**config.mk**
```make
export PLATFORM = sky130hd
export DESIGN_NAME = coeff_regs_top
export DESIGN_NICKNAME = d
export VERILOG_FILES = /design/src/shared/corr_regs_pkg.sv /design/src/shared/corr_cfg_if.sv /design/src/core/ambient_corr_unit.sv /design/src/core/coeff_regs_top.sv
export SDC_FILE = /design/constraint.sdc
export NUM_CORES = 1
export LEC_CHECK = 0
export ABC_AREA = 1
export BUFFER_PORTS_ARGS = -buffer_cell sky130_fd_sc_hd__buf_2
export CELL_PAD_IN_SITES_DETAIL_PLACEMENT = 0
export CELL_PAD_IN_SITES_GLOBAL_PLACEMENT = 1
export CORE_ASPECT_RATIO = 0.9
export CORE_UTILIZATION = 44
export CTS_CLUSTER_SIZE = 25
export DETAILED_ROUTE_END_ITERATION = 7
export PLACE_DENSITY_LB_ADDON = 0.08
export SETUP_SLACK_MARGIN = 0.05
export SLEW_MARGIN = 5
export SYNTH_ARGS = -nofsm -noshare
export SYNTH_HDL_FRONTEND = slang
export SYNTH_SLANG_ARGS = --single-unit
```
**constraint.sdc**
```tcl
create_clock -name clock -period 20.6 [get_ports clock]
set_input_delay 4.12 -clock clock [delete_from_list [all_inputs] [get_ports clock]]
set_output_delay 4.12 -clock clock [all_outputs]
set_load 0.1 [all_outputs]
```
**src/shared/corr_regs_pkg.sv**
```systemverilog
// Register map, field layout and reset values of the ambient phase correction bank.
// Assumes a single clock domain shared by the two-wire port and the depth core.
package corr_regs_pkg;

  // ----------------------------------------------------------------
  // Register offsets
  // ----------------------------------------------------------------
  localparam logic [7:0] REG_MIX_A = 8'hb1;
  localparam logic [7:0] REG_FOURTH_HIGH_CH2 = 8'hb2;
  localparam logic [7:0] REG_SLOPES = 8'hb4;
  localparam logic [7:0] REG_SCALE = 8'hb5;
  localparam logic [7:0] REG_KNEES = 8'hb8;
  localparam logic [7:0] REG_KNEE_THIRD = 8'hb9;

  // ----------------------------------------------------------------
  // Field layout
  // ----------------------------------------------------------------
  localparam int DATA_W = 24;
  localparam int BYTE_W = 8;
  localparam int COEFF_W = 16;
  localparam int SLOPE_W = 8;
  localparam int SCALE_W = 3;
  localparam int KNEE_W = 10;
  localparam int AMB_W = 10;
  localparam int COEFF_LSB = 0;
  localparam int FOURTH_LOW_LSB = 16;
  localparam int SLOPE1_LSB = 0;
  localparam int SLOPE2_LSB = 8;
  localparam int SLOPE3_LSB = 16;
  localparam int SCALE_LSB = 0;
  localparam int KNEE1_LSB = 0;
  localparam int KNEE2_LSB = 10;
  localparam int KNEE3_LSB = 0;
  localparam int DEALIAS_BIT = 20;

  // ----------------------------------------------------------------
  // Reset values
  // ----------------------------------------------------------------
  localparam logic [KNEE_W-1:0] KNEE_RESET = 10'h1ff;
  localparam logic [DATA_W-1:0] KNEES_REG_RESET = 24'h07_fdff;

  // ----------------------------------------------------------------
  // Two-wire port framing
  // ----------------------------------------------------------------
  localparam logic [3:0] BITS_PER_BYTE = 4'h8;
  localparam logic [3:0] FIRST_BIT_SENT = 4'h1;
  localparam logic [1:0] LAST_BYTE = 2'h2;
  localparam logic [6:0] DEFAULT_DEV_ADDR = 7'h2a;

  // ----------------------------------------------------------------
  // Illumination channels and segments
  // ----------------------------------------------------------------
  localparam logic [1:0] CHAN_0 = 2'h0;
  localparam logic [1:0] CHAN_2 = 2'h2;

  typedef enum logic [3:0] {
    ST_IDLE, ST_ADDR, ST_ADDR_ACK, ST_REG, ST_REG_ACK, ST_WR, ST_WR_ACK, ST_RD, ST_RD_ACK
  } port_state_t;

  typedef enum logic [1:0] {SEG_FLAT, SEG_ONE, SEG_TWO, SEG_THREE} segment_t;

endpackage

```
**src/shared/corr_cfg_if.sv**
```systemverilog
// Configuration carried from the register bank to the correction unit.
// Assumes both ends run on the same clock; the fields are plain register copies.
`timescale 1ns/1ps
interface corr_cfg_if;
  import corr_regs_pkg::*;
  logic [COEFF_W-1:0] third_order_high_ch0;
  logic [COEFF_W-1:0] fourth_order_high_ch2;
  logic [BYTE_W-1:0] fourth_order_low_ch2;
  logic [SLOPE_W-1:0] ambient_slope_one;
  logic [SLOPE_W-1:0] ambient_slope_two;
  logic [SLOPE_W-1:0] ambient_slope_three;
  logic [SCALE_W-1:0] ambient_slope_scale;
  logic [KNEE_W-1:0] ambient_knee_first;
  logic [KNEE_W-1:0] ambient_knee_second;
  logic [KNEE_W-1:0] ambient_knee_third;
  logic dealiased_output_select;

  modport regs (
    output third_order_high_ch0, fourth_order_high_ch2, fourth_order_low_ch2,
    output ambient_slope_one, ambient_slope_two, ambient_slope_three, ambient_slope_scale,
    output ambient_knee_first, ambient_knee_second, ambient_knee_third, dealiased_output_select
  );
  modport corr (
    input third_order_high_ch0, fourth_order_high_ch2, fourth_order_low_ch2,
    input ambient_slope_one, ambient_slope_two, ambient_slope_three, ambient_slope_scale,
    input ambient_knee_first, ambient_knee_second, ambient_knee_third, dealiased_output_select
  );
endinterface

```
**src/core/ambient_corr_unit.sv**
```systemverilog
// Per-measurement coefficient pick and ambient piecewise-linear phase correction.
// Assumes measurement inputs come from logic on the same clock.
`timescale 1ns/1ps
module ambient_corr_unit #(
  parameter int PHASE_W = 16
) (
  input wire logic clock,
  input wire logic srst,
  input wire logic ce,
  corr_cfg_if.corr cfg,
  input wire logic measure_start,
  input wire logic [1:0] channel,
  input wire logic high_current,
  input wire logic [corr_regs_pkg::AMB_W-1:0] ambient,
  input wire logic [PHASE_W-1:0] phase_in,
  input wire logic [PHASE_W-1:0] dealiased_phase,
  output logic [PHASE_W-1:0] phase_out,
  output logic [corr_regs_pkg::COEFF_W-1:0] third_coeff,
  output logic [corr_regs_pkg::COEFF_W-1:0] fourth_coeff,
  output logic [1:0] segment,
  output logic result_valid
);
  import corr_regs_pkg::*;

  if (PHASE_W < COEFF_W) begin : g_width_check
    $error("PHASE_W too narrow for the correction term");
  end

  localparam int PROD_W = AMB_W + SLOPE_W;

  typedef struct packed {
    logic [PHASE_W-1:0] phase;
    logic [COEFF_W-1:0] third;
    logic [COEFF_W-1:0] fourth;
    segment_t seg;
    logic valid;
  } corr_state_t;

  corr_state_t q;
  corr_state_t d;

  // Knees are compared lowest first; equal knees collapse a segment
  function automatic segment_t pick_segment(input logic [AMB_W-1:0] amb,
                                            input logic [KNEE_W-1:0] k1,
                                            input logic [KNEE_W-1:0] k2,
                                            input logic [KNEE_W-1:0] k3);
    segment_t s;
    if (amb < k1) s = SEG_FLAT;
    else if (amb < k2) s = SEG_ONE;
    else if (amb < k3) s = SEG_TWO;
    else s = SEG_THREE;
    return s;
  endfunction

  always_comb begin
    segment_t seg;
    logic [KNEE_W-1:0] knee;
    logic [SLOPE_W-1:0] slope;
    logic [PROD_W-1:0] prod;
    logic [PHASE_W-1:0] corr;
    seg = pick_segment(ambient, cfg.ambient_knee_first, cfg.ambient_knee_second,
                       cfg.ambient_knee_third);
    knee = '0;
    slope = '0;
    case (seg)
      SEG_ONE: begin
        knee = cfg.ambient_knee_first;
        slope = cfg.ambient_slope_one;
      end
      SEG_TWO: begin
        knee = cfg.ambient_knee_second;
        slope = cfg.ambient_slope_two;
      end
      SEG_THREE: begin
        knee = cfg.ambient_knee_third;
        slope = cfg.ambient_slope_three;
      end
      default: begin
        knee = ambient;
        slope = '0;
      end
    endcase
    // Distance past the knee times slope, scaled down
    prod = PROD_W'(ambient - knee) * PROD_W'(slope);
    corr = PHASE_W'(prod >> cfg.ambient_slope_scale);
    d = q;
    d.valid = 1'b0;
    if (measure_start) begin
      d.valid = 1'b1;
      d.seg = seg;
      d.phase = cfg.dealiased_output_select ? dealiased_phase : PHASE_W'(phase_in + corr);
      d.third = (channel == CHAN_0 && high_current) ? cfg.third_order_high_ch0 : '0;
      // Upper byte of the low-current coefficient lives outside this bank
      if (channel == CHAN_2) begin
        d.fourth = high_current ? cfg.fourth_order_high_ch2
                                : {{(COEFF_W-BYTE_W){1'b0}}, cfg.fourth_order_low_ch2};
      end else begin
        d.fourth = '0;
      end
    end
  end

  always_ff @(posedge clock) begin
    if (srst) begin
      q <= '0;
    end else if (ce) begin
      q <= d;
    end
  end

  assign phase_out = q.phase;
  assign third_coeff = q.third;
  assign fourth_coeff = q.fourth;
  assign segment = q.seg;
  assign result_valid = q.valid;

endmodule

```
**src/core/coeff_regs_top.sv**
```systemverilog
// Coefficient register bank behind the two-wire control port, feeding the
// ambient phase correction unit. Assumes an external pull-up on the data line.
//
// Functional notes
// - Register b1 bits 23:16 hold low byte of fourth-order low-current channel 2 coefficient.
// - Register b1 bits 15:0 hold third-order high-current channel 0 coefficient.
// - Register b2 bits 15:0 hold fourth-order high-current channel 2 coefficient.
// - Register b4 holds three 8-bit ambient slopes, each resetting to zero.
// - Register b5 bits 2:0 hold the 3-bit slope scale, reset zero.
// - Select bit set routes de-aliased phase to the phase output.
// - First ambient knee is bits 9:0, reset 1FFh.
// - Second ambient knee is bits 19:10, reset 1FFh.
// - Knee register resets to 7FDFFh, third-knee register (b9) to 1FFh; all others reset to zero.
// - A third 10-bit ambient knee, reset 1FFh, completes the knee set.
`timescale 1ns/1ps
module coeff_regs_top #(
  parameter logic [6:0] DEV_ADDR = corr_regs_pkg::DEFAULT_DEV_ADDR,
  parameter int PHASE_W = 16
) (
  input wire logic clock,
  input wire logic srst,
  input wire logic ce,
  input wire logic scl_in,
  input wire logic sda_in,
  output logic sda_out,
  output logic sda_oe,
  input wire logic measure_start,
  input wire logic [1:0] channel,
  input wire logic high_current,
  input wire logic [corr_regs_pkg::AMB_W-1:0] ambient,
  input wire logic [PHASE_W-1:0] phase_in,
  input wire logic [PHASE_W-1:0] dealiased_phase,
  output logic [PHASE_W-1:0] phase_out,
  output logic [corr_regs_pkg::COEFF_W-1:0] third_coeff,
  output logic [corr_regs_pkg::COEFF_W-1:0] fourth_coeff,
  output logic [1:0] segment,
  output logic result_valid
);
  import corr_regs_pkg::*;

  // Address is arbitrary; zero is the general-call address and is refused
  if (DEV_ADDR == 7'h00) begin : g_addr_check
    $error("DEV_ADDR must not be zero");
  end

  // ----------------------------------------------------------------
  // State
  // ----------------------------------------------------------------
  typedef struct packed {
    logic [1:0] scl_sync;
    logic scl_prev;
    logic [1:0] sda_sync;
    logic sda_prev;
    port_state_t st;
    logic [3:0] bit_cnt;
    logic [BYTE_W-1:0] shift;
    logic rw;
    logic [7:0] reg_addr;
    logic [1:0] byte_idx;
    logic [COEFF_W-1:0] wbuf;
    logic [DATA_W-1:0] rbuf;
    logic drive_low;
    logic [BYTE_W-1:0] fourth_low_ch2;
    logic [COEFF_W-1:0] third_high_ch0;
    logic [COEFF_W-1:0] fourth_high_ch2;
    logic [SLOPE_W-1:0] slope_one;
    logic [SLOPE_W-1:0] slope_two;
    logic [SLOPE_W-1:0] slope_three;
    logic [SCALE_W-1:0] slope_scale;
    logic dealias_sel;
    logic [KNEE_W-1:0] knee_first;
    logic [KNEE_W-1:0] knee_second;
    logic [KNEE_W-1:0] knee_third;
  } bank_state_t;

  bank_state_t q;
  bank_state_t d;
  logic scl_rise;
  logic scl_fall;
  logic start_seen;
  logic stop_seen;
  logic sda_now;

  // ----------------------------------------------------------------
  // Helpers
  // ----------------------------------------------------------------
  function automatic bank_state_t reset_value();
    bank_state_t r;
    r = '0;
    r.st = ST_IDLE;
    // Idle-high line history so release of reset cannot fake a start
    r.scl_sync = '1;
    r.scl_prev = 1'b1;
    r.sda_sync = '1;
    r.sda_prev = 1'b1;
    r.knee_first = KNEES_REG_RESET[KNEE1_LSB +: KNEE_W];
    r.knee_second = KNEES_REG_RESET[KNEE2_LSB +: KNEE_W];
    r.dealias_sel = KNEES_REG_RESET[DEALIAS_BIT];
    r.knee_third = KNEE_RESET;
    return r;
  endfunction

  // Unmapped offsets and reserved bits read as zero
  function automatic logic [DATA_W-1:0] read_word(input bank_state_t r, input logic [7:0] a);
    logic [DATA_W-1:0] w;
    w = '0;
    case (a)
      REG_MIX_A: begin
        w[FOURTH_LOW_LSB +: BYTE_W] = r.fourth_low_ch2;
        w[COEFF_LSB +: COEFF_W] = r.third_high_ch0;
      end
      REG_FOURTH_HIGH_CH2: w[COEFF_LSB +: COEFF_W] = r.fourth_high_ch2;
      REG_SLOPES: begin
        w[SLOPE1_LSB +: SLOPE_W] = r.slope_one;
        w[SLOPE2_LSB +: SLOPE_W] = r.slope_two;
        w[SLOPE3_LSB +: SLOPE_W] = r.slope_three;
      end
      REG_SCALE: w[SCALE_LSB +: SCALE_W] = r.slope_scale;
      REG_KNEES: begin
        w[DEALIAS_BIT] = r.dealias_sel;
        w[KNEE1_LSB +: KNEE_W] = r.knee_first;
        w[KNEE2_LSB +: KNEE_W] = r.knee_second;
      end
      REG_KNEE_THIRD: w[KNEE3_LSB +: KNEE_W] = r.knee_third;
      default: w = '0;
    endcase
    return w;
  endfunction

  // Reserved bits are not stored, so a stray non-zero write cannot stick
  function automatic bank_state_t write_word(input bank_state_t r, input logic [7:0] a,
                                             input logic [DATA_W-1:0] w);
    bank_state_t n;
    n = r;
    case (a)
      REG_MIX_A: begin
        n.fourth_low_ch2 = w[FOURTH_LOW_LSB +: BYTE_W];
        n.third_high_ch0 = w[COEFF_LSB +: COEFF_W];
      end
      REG_FOURTH_HIGH_CH2: n.fourth_high_ch2 = w[COEFF_LSB +: COEFF_W];
      REG_SLOPES: begin
        n.slope_one = w[SLOPE1_LSB +: SLOPE_W];
        n.slope_two = w[SLOPE2_LSB +: SLOPE_W];
        n.slope_three = w[SLOPE3_LSB +: SLOPE_W];
      end
      REG_SCALE: n.slope_scale = w[SCALE_LSB +: SCALE_W];
      REG_KNEES: begin
        n.dealias_sel = w[DEALIAS_BIT];
        n.knee_first = w[KNEE1_LSB +: KNEE_W];
        n.knee_second = w[KNEE2_LSB +: KNEE_W];
      end
      REG_KNEE_THIRD: n.knee_third = w[KNEE3_LSB +: KNEE_W];
      default: n = r;
    endcase
    return n;
  endfunction

  // ----------------------------------------------------------------
  // Line events (second sync stage and its delayed copy only)
  // ----------------------------------------------------------------
  assign sda_now = q.sda_sync[1];
  assign scl_rise = q.scl_sync[1] & ~q.scl_prev;
  assign scl_fall = ~q.scl_sync[1] & q.scl_prev;
  assign start_seen = q.scl_sync[1] & q.scl_prev & q.sda_prev & ~sda_now;
  assign stop_seen = q.scl_sync[1] & q.scl_prev & ~q.sda_prev & sda_now;

  // ----------------------------------------------------------------
  // Two-wire slave
  // ----------------------------------------------------------------
  always_comb begin
    logic [DATA_W-1:0] rd_here;
    logic [DATA_W-1:0] rd_next;
    rd_here = read_word(q, q.reg_addr);
    rd_next = read_word(q, 8'(q.reg_addr + 8'h01));
    d = q;
    d.scl_sync = {q.scl_sync[0], scl_in};
    d.scl_prev = q.scl_sync[1];
    d.sda_sync = {q.sda_sync[0], sda_in};
    d.sda_prev = q.sda_sync[1];
    case (q.st)
      ST_ADDR, ST_REG, ST_WR: begin
        if (scl_rise) begin
          d.shift = {q.shift[BYTE_W-2:0], sda_now};
          d.bit_cnt = 4'(q.bit_cnt + 4'h1);
        end else if (scl_fall && q.bit_cnt == BITS_PER_BYTE) begin
          d.bit_cnt = '0;
          d.drive_low = 1'b1;
          if (q.st == ST_ADDR) begin
            if (q.shift[BYTE_W-1:1] == DEV_ADDR) begin
              d.rw = q.shift[0];
              d.st = ST_ADDR_ACK;
            end else begin
              // Not our address: stay off the line until the next start
              d.drive_low = 1'b0;
              d.st = ST_IDLE;
            end
          end else if (q.st == ST_REG) begin
            d.reg_addr = q.shift;
            d.byte_idx = '0;
            d.st = ST_REG_ACK;
          end else begin
            d.st = ST_WR_ACK;
            d.wbuf = {q.wbuf[BYTE_W-1:0], q.shift};
            if (q.byte_idx == LAST_BYTE) begin
              // Whole word lands at once; partial words never reach the bank
              d = write_word(d, q.reg_addr, {q.wbuf, q.shift});
              d.reg_addr = 8'(q.reg_addr + 8'h01);
              d.byte_idx = '0;
            end else begin
              d.byte_idx = 2'(q.byte_idx + 2'h1);
            end
          end
        end
      end
      ST_ADDR_ACK: begin
        if (scl_fall) begin
          d.drive_low = 1'b0;
          d.byte_idx = '0;
          if (q.rw) begin
            d.drive_low = ~rd_here[DATA_W-1];
            d.rbuf = {rd_here[DATA_W-2:0], 1'b0};
            d.bit_cnt = FIRST_BIT_SENT;
            d.st = ST_RD;
          end else begin
            d.st = ST_REG;
          end
        end
      end
      ST_REG_ACK, ST_WR_ACK: begin
        if (scl_fall) begin
          d.drive_low = 1'b0;
          d.st = ST_WR;
        end
      end
      ST_RD: begin
        if (scl_fall) begin
          if (q.bit_cnt == BITS_PER_BYTE) begin
            d.drive_low = 1'b0;
            d.bit_cnt = '0;
            d.st = ST_RD_ACK;
          end else begin
            d.drive_low = ~q.rbuf[DATA_W-1];
            d.rbuf = {q.rbuf[DATA_W-2:0], 1'b0};
            d.bit_cnt = 4'(q.bit_cnt + 4'h1);
          end
        end
      end
      ST_RD_ACK: begin
        if (scl_rise && sda_now) begin
          d.st = ST_IDLE;
        end else if (scl_fall) begin
          d.st = ST_RD;
          d.bit_cnt = FIRST_BIT_SENT;
          if (q.byte_idx == LAST_BYTE) begin
            // Word done: move on to the next offset
            d.reg_addr = 8'(q.reg_addr + 8'h01);
            d.byte_idx = '0;
            d.drive_low = ~rd_next[DATA_W-1];
            d.rbuf = {rd_next[DATA_W-2:0], 1'b0};
          end else begin
            d.byte_idx = 2'(q.byte_idx + 2'h1);
            d.drive_low = ~q.rbuf[DATA_W-1];
            d.rbuf = {q.rbuf[DATA_W-2:0], 1'b0};
          end
        end
      end
      default: begin
        d.drive_low = 1'b0;
      end
    endcase
    // Start and stop win over any byte in flight
    if (start_seen) begin
      d.st = ST_ADDR;
      d.bit_cnt = '0;
      d.drive_low = 1'b0;
    end else if (stop_seen) begin
      d.st = ST_IDLE;
      d.drive_low = 1'b0;
    end
  end

  always_ff @(posedge clock) begin
    if (srst) begin
      q <= reset_value();
    end else if (ce) begin
      q <= d;
    end
  end

  // ----------------------------------------------------------------
  // Outputs
  // ----------------------------------------------------------------
  // Open drain: the line is only ever pulled low
  assign sda_out = 1'b0;
  assign sda_oe = q.drive_low;

  corr_cfg_if cfg_bus ();

  assign cfg_bus.third_order_high_ch0 = q.third_high_ch0;
  assign cfg_bus.fourth_order_high_ch2 = q.fourth_high_ch2;
  assign cfg_bus.fourth_order_low_ch2 = q.fourth_low_ch2;
  assign cfg_bus.ambient_slope_one = q.slope_one;
  assign cfg_bus.ambient_slope_two = q.slope_two;
  assign cfg_bus.ambient_slope_three = q.slope_three;
  assign cfg_bus.ambient_slope_scale = q.slope_scale;
  assign cfg_bus.ambient_knee_first = q.knee_first;
  assign cfg_bus.ambient_knee_second = q.knee_second;
  assign cfg_bus.ambient_knee_third = q.knee_third;
  assign cfg_bus.dealiased_output_select = q.dealias_sel;

  ambient_corr_unit #(
    .PHASE_W(PHASE_W)
  ) u_corr (
    .clock(clock),
    .srst(srst),
    .ce(ce),
    .cfg(cfg_bus.corr),
    .measure_start(measure_start),
    .channel(channel),
    .high_current(high_current),
    .ambient(ambient),
    .phase_in(phase_in),
    .dealiased_phase(dealiased_phase),
    .phase_out(phase_out),
    .third_coeff(third_coeff),
    .fourth_coeff(fourth_coeff),
    .segment(segment),
    .result_valid(result_valid)
  );

endmodule

```
**After elaboration in Yosys (flattened, before gate mapping)**

Index checks and enable logic that the tools add are counted.

- Bits in registers: 223
- Latch bits: 0
- Bits in writable memories: 0
- ROM bits: 0
- Input port bits: 51
- Output and inout bits: 53
- Word-level logic and storage cells: 238
- Memories kept: 0

- Add/sub/neg operators: 5
- Multiply operators: 1
- Divide/modulo/power cells: 0
- Order comparisons: 3
- Equality and inequality tests: 59
- Shift operators: 1
- Mux-type cells: 94
- Bitwise operators: 18
- Reduce and logical (&&, ||, !) cells: 28

Operator list:

| operator | count |
|---|---|
| 2-to-1 mux 74 bit | 6 |
| 2-to-1 mux 139 bit | 2 |
| 2-to-1 mux 31 bit | 6 |
| 2-to-1 mux 172 bit | 1 |
| 2-to-1 mux 25 bit | 6 |
| 2-to-1 mux 149 bit | 1 |
| 2-to-1 mux 98 bit | 1 |
| == test 8 bit (second input constant) | 12 |
| case mux 24 bit (4 select lines) | 1 |
| 2-to-1 mux 16 bit | 5 |
| 2-to-1 mux 24 bit | 3 |
| AND reduction 8 bit | 9 |
| case mux 7 bit (5 select lines) | 2 |
| 2-to-1 mux 10 bit | 5 |
| 2-to-1 mux 50 bit | 1 |
| case mux 6 bit (4 select lines) | 2 |
| 2-to-1 mux 4 bit | 11 |
| inequality test 4 bit (second input constant) | 10 |
| case mux 3 bit (6 select lines) | 2 |
| 2-to-1 mux 8 bit | 4 |
| less-than comparator 10 bit | 3 |
| case mux 10 bit (3 select lines) | 1 |
| case mux 5 bit (3 select lines) | 2 |
| inequality test 2 bit (second input constant) | 14 |
| 45 further kinds | 99 |

**Longest topological paths before layout**

- Depth after elaboration: 20
- Gate-level depth with buffers: 61
- Mapped depth without buffers: 61

**By module**

A second synthesis with hierarchy kept.

- Cell total of the unflattened synthesis: 2,480
- Area total of the unflattened synthesis: 16,792.4 sq um

Modules (own cells, without submodules):

| module | instances | cells an instance | area each (sq um) | seq. area each (sq um) |
|---|---|---|---|---|
| coeff_regs_top | 1 | 1,288 | 8,798.4 | 3,423.3 |
| ambient_corr_unit | 1 | 1,192 | 7,993.9 | 1,021.0 |

**Worst setup path before layout**

No wires, ideal clock.

- Path kind: input port to flip-flop
- Start point: in ambient[9] in the netlist's numbering
- End point: reg u_corr.q, in the netlist u_corr.phase_out[14]
- Setup time: 132 ps
- Arrival: 12,855 ps
- Required time: 20,468 ps
- Slack: 7,613 ps
- Cell stages on the path: 55
- Path buffers: 0
- Cell sequence: ha_1 > nand2_1 > nor2_1 > nand3_1 > nand3_2 > inv_1 > nor2_1 > nor2_1 > nor2_1 > inv_1 > o221ai_1 > o21ai_0 > ha_1 > nand2_1 > o21ai_0 > a21oi_1 > o21ai_0 > nand2_1 > (+19 left out) > inv_1 > o21ai_0 > inv_1 > nand2_1 > o21ai_0 > mux2i_1 > ha_1 > a21oi_1 > o21ai_0 > a21boi_0 > o21ai_0 > a21oi_1 > nor2_1 > nor2_1 > xor2_1 > nand2_1 > o211ai_1 > a21oi_1

- Word-level cells in the longest chain between the ends: 11
- Elaborated cells on any way between the ends: 16
- Those cells by class: add/sub: 2; mul: 1; order compare: 3; eq/ne: 3; shift: 1; mux: 6

Ends and longest elaborated chain:

| item | line | text |
|---|---|---|
| from (decl) | coeff_regs_top.sv:30 | `input wire logic [corr_regs_pkg::AMB_W-1:0] ambient,` |
| less-than comparator 10 bit | ambient_corr_unit.sv:50 | `else if (amb < k3) s = SEG_TWO;` |
| 2-to-1 mux 1 bit | ambient_corr_unit.sv:50 |  |
| 2-to-1 mux 2 bit | ambient_corr_unit.sv:49 | `else if (amb < k2) s = SEG_ONE;` |
| 2-to-1 mux 2 bit | ambient_corr_unit.sv:48 | `if (amb < k1) s = SEG_FLAT;` |
| == test 2 bit or == test 2 x 1 -> 1 bit (tied branches) | ambient_corr_unit.sv:65 | `case (seg)` |
| case mux 10 bit (3 select lines) | ambient_corr_unit.sv:65 |  |
| subtractor 10 x 10 -> 11 bit | ambient_corr_unit.sv:84 | `prod = PROD_W'(ambient - knee) * PROD_W'(slope);` |
| multiplier 18 x 8 -> 18 bit * | ambient_corr_unit.sv:84 |  |
| right shift 18 x 3 -> 16 bit * | ambient_corr_unit.sv:85 | `corr = PHASE_W'(prod >> cfg.ambient_slope_scale);` |
| adder 16 bit * | ambient_corr_unit.sv:91 | `d.phase = cfg.dealiased_output_select ? dealiased_phase : PHASE_W'(phase_in + corr);` |
| 2-to-1 mux 16 bit * | ambient_corr_unit.sv:91 |  |
| to (signal assigned) | ambient_corr_unit.sv:105 | `q <= '0;` |
| to (signal assigned) | ambient_corr_unit.sv:107 | `q <= d;` |
| to (decl) | ambient_corr_unit.sv:39 | `corr_state_t q;` |

Mark *: on every way between the ends. The rest lies on a longest branch, timed or not.
A chain may end at the register's enable or synchronous reset.

**Final worst setup path**

Same ends and word-level chain as after synthesis.

==> flow_metrics.env <==
export IMPL_worst_pin_slew_ns=1.178
export IMPL_via_per_inst=5.623
export IMPL_core_sq_um=35220
export IMPL_synth_warnings=0
export IMPL_rows=65
export IMPL_slew_headroom_pct=21.44
export IMPL_drtIter0Drc=1328
export IMPL_async_flop_share_pct=0
export IMPL_gp_congestion=0.9293
export IMPL_synth_net_count=2451
export IMPL_final_cell_area_sq_um=17470
export IMPL_fillers=3639
export IMPL_cellPowerDensity_nw_per_um2=64.46
export IMPL_period_needed_ns=14.41
export IMPL_max_freq_mhz=69.38
export IMPL_cts_buffers=25
export IMPL_status="complete, no violations"
export IMPL_start_util_pct=44.89
export IMPL_multi_input_area_sq_um=9449
export IMPL_first_pass_iters=6
export IMPL_worst_path_max_fanout=9
export IMPL_finalHoldViolations=0
export IMPL_io_buffers=102
export IMPL_wl_mm=54.94
export IMPL_n_antenna_cell=0
export IMPL_slew_viol_final=0
export IMPL_ys_ff_latch=222
export IMPL_tns_ns=0
export IMPL_ctsRootBufferMaster="clkbuf_16"
export IMPL_syn_area_per_cell_sq_um=7.050
export IMPL_post_route_period_util_pct=69.96
export IMPL_die_area_sq_um=36690
export IMPL_dp_cells=2728
export IMPL_yosysSeqAreaShare_pct=28.12
export IMPL_critPathRequiredTime_ns=20.98
export IMPL_ys_flop_type="dfxtp_1"
export IMPL_rsz0062_at_grt="no"
export IMPL_crit_type="primary input to flip-flop"
export IMPL_wl_per_cell_um=19.82
export IMPL_fin_worst_skew_ns=0.01270
export IMPL_cts_post_setup_buffers_inserted=0
export IMPL_htreeDepth=1
export IMPL_grt_util_all_layers_pct=29.51
export IMPL_drc=0
export IMPL_cts_tree="done"
export IMPL_power_w=0.001126
export IMPL_synth_most_common_cell="inv_1"
export IMPL_arrival_ns=14.79
export IMPL_rrSetupSlack_ns=9.15
export IMPL_numClockSinks=222
export IMPL_final_cells=2772
export IMPL_num_vias=15590
export IMPL_dieWidth_um=201.8
export IMPL_netlist_area_leader_share_pct=28.12
export IMPL_clk_latency_ns=0.54
export IMPL_antenna_found_initial=0
export IMPL_drv_cap=0
export IMPL_synth_cells=2242
export IMPL_antenna_left=0
export IMPL_cp_slowest_cell="xnor2_1"
export IMPL_grt_pass1_vias=15000
export IMPL_r2r_cells=54
export IMPL_ff_latch_area_sq_um=4444
export IMPL_synthTopCellsByCount="inv_1, nand2_1, o21ai_0"
export IMPL_drive_gt1_share_pct=7.512
export IMPL_netlist_area_sq_um=15810
export IMPL_ios=104
export IMPL_final_nets=2495
export IMPL_synth_area_top_cells="dfxtp_1, inv_1, nand2_1"
export IMPL_leakage_nw=8.030
export IMPL_postPlaceCellArea_sq_um=16640
export IMPL_synth_edf_count=0
export IMPL_end_kind="flip-flop"
export IMPL_ir_drop_v=0.00006838
export IMPL_hpwl_mm=40.93
export IMPL_clockBufferDepth=3
export IMPL_ctsHoldBuffers=0
export IMPL_yosys_area_top_type="dfxtp_1"
export IMPL_start_kind="primary input"
export IMPL_hold_depth=2
export IMPL_cts_resized_gates=0
export IMPL_grt_overflow=0
export IMPL_crit_path_max_incr_delay_ns=0.72
export IMPL_die_y_um=181.8
export IMPL_grt_pass1_wl_mm=84.79
export IMPL_synth_distinct_cells=48
export IMPL_clkSlewWorstSetupHoldPaths_ns=0.06
export IMPL_cp_common_cell="o21ai_0"
export IMPL_area_growth_pct=10.52
export IMPL_finalSetupViolations=0
export IMPL_hp_class="flip-flop to flip-flop"
export IMPL_grt_max_degree=89
[report_power, final]
part	internal, W	switching [W]
clock	0.000270	0.000185
combinational	0.0000503	0.000146
sequential	0.000457	0.0000181
total	0.000777	0.000349
[final cells by class]
type,count,area share (%)
multi-input combinational,1512,54.09
sequential,222,25.44
inverter,406,8.738
clock buffer,38,4.204
timing repair buffer,119,3.653
tap,469,3.359
clock inverter,6,0.5157
[worst max-delay path, delay by kind of cell]
family / cells / cell delay (ns)
compound gates: 19 / 3.26
xor+xnor: 3 / 1.08
buf+inv: 8 / 0.72
fa+ha+maj: 8 / 3.39
simple gates: 16 / 2.24
[cell families (layout without fill, tap and decap cells)]
family	after synthesis	after routing	synth area share, %
XOR/XNOR	43	43	2.383
flip-flops	222	222	28.12
adder cells (fa/ha/maj)	158	158	15.88
other	1	1	0.02372
multiplexers	4	4	0.2533
AND/OR/NAND/NOR	611	611	15.92
AO/OA/AOI/OAI	695	695	25.26
buffers and inverters	508	569	12.17
[per-stage QoR]
step                      utilization, %  setup WS (ns)  hold WS, ns
after floorplan                        -          7.613       0.4292
after global placement             47.27          6.062       0.4383
after detailed placement           47.27          5.867       0.4427
after CTS                          49.61          6.407       0.4581
after global routing               49.61          5.243       0.4794
final                              49.61          6.187       0.4563
[flip-flops by register name, summed over array words and instances, names as in the netlist]
name                             cells
cfg_bus.ambient_knee_third          10
u_corr.fourth_coeff                 16
cfg_bus.fourth_order_low_ch2         8
cfg_bus.ambient_slope_three          8
cfg_bus.ambient_slope_two            8
cfg_bus.third_order_high_ch0        16
u_corr.third_coeff                  16
cfg_bus.fourth_order_high_ch2       16
cfg_bus.ambient_slope_scale          3
cfg_bus.ambient_knee_second         10
q                                   72
cfg_bus.ambient_slope_one            8
u_corr.segment                       2
sda_oe                               1
u_corr.phase_out                    16
cfg_bus.ambient_knee_first          10
u_corr.result_valid                  1
cfg_bus.dealiased_output_select      1
[cell usage in the layout (no fill, tap or decap), drive strengths merged, types with 45 or more instances in the layout]
| master | n |
|---|---|
| fa | 71 |
| a21oi | 227 |
| ha | 87 |
| inv | 403 |
| o22ai | 75 |
| nor2 | 119 |
| o21ai | 236 |
| nand3 | 58 |
| dfxtp | 222 |
| o211ai | 45 |
| nand2 | 390 |
| buf | 119 |
[worst paths after layout]
path / start / end
setup / recovery: ambient[9] / u_corr.phase_out[14]$_SDFFE_PP0P_
hold / removal: q[170]$_SDFFE_PP1P_ / q[170]$_SDFFE_PP1P_
setup reg to reg: cfg_bus.ambient_knee_second[9]$_SDFFE_PP0P_ / u_corr.phase_out[14]$_SDFFE_PP0P_
hold reg to reg: q[170]$_SDFFE_PP1P_ / q[170]$_SDFFE_PP1P_
[per-layer routing]
metal	GRT usage (%)	vias to the layer above	share of wire, %
li1	-	7552	-
met5	0	-	0
met1	40.33	7421	45
met3	4.271	115	6.5
met2	46.35	500	44
met4	12.58	0	4.6
(Power assumes the default switching activity.)
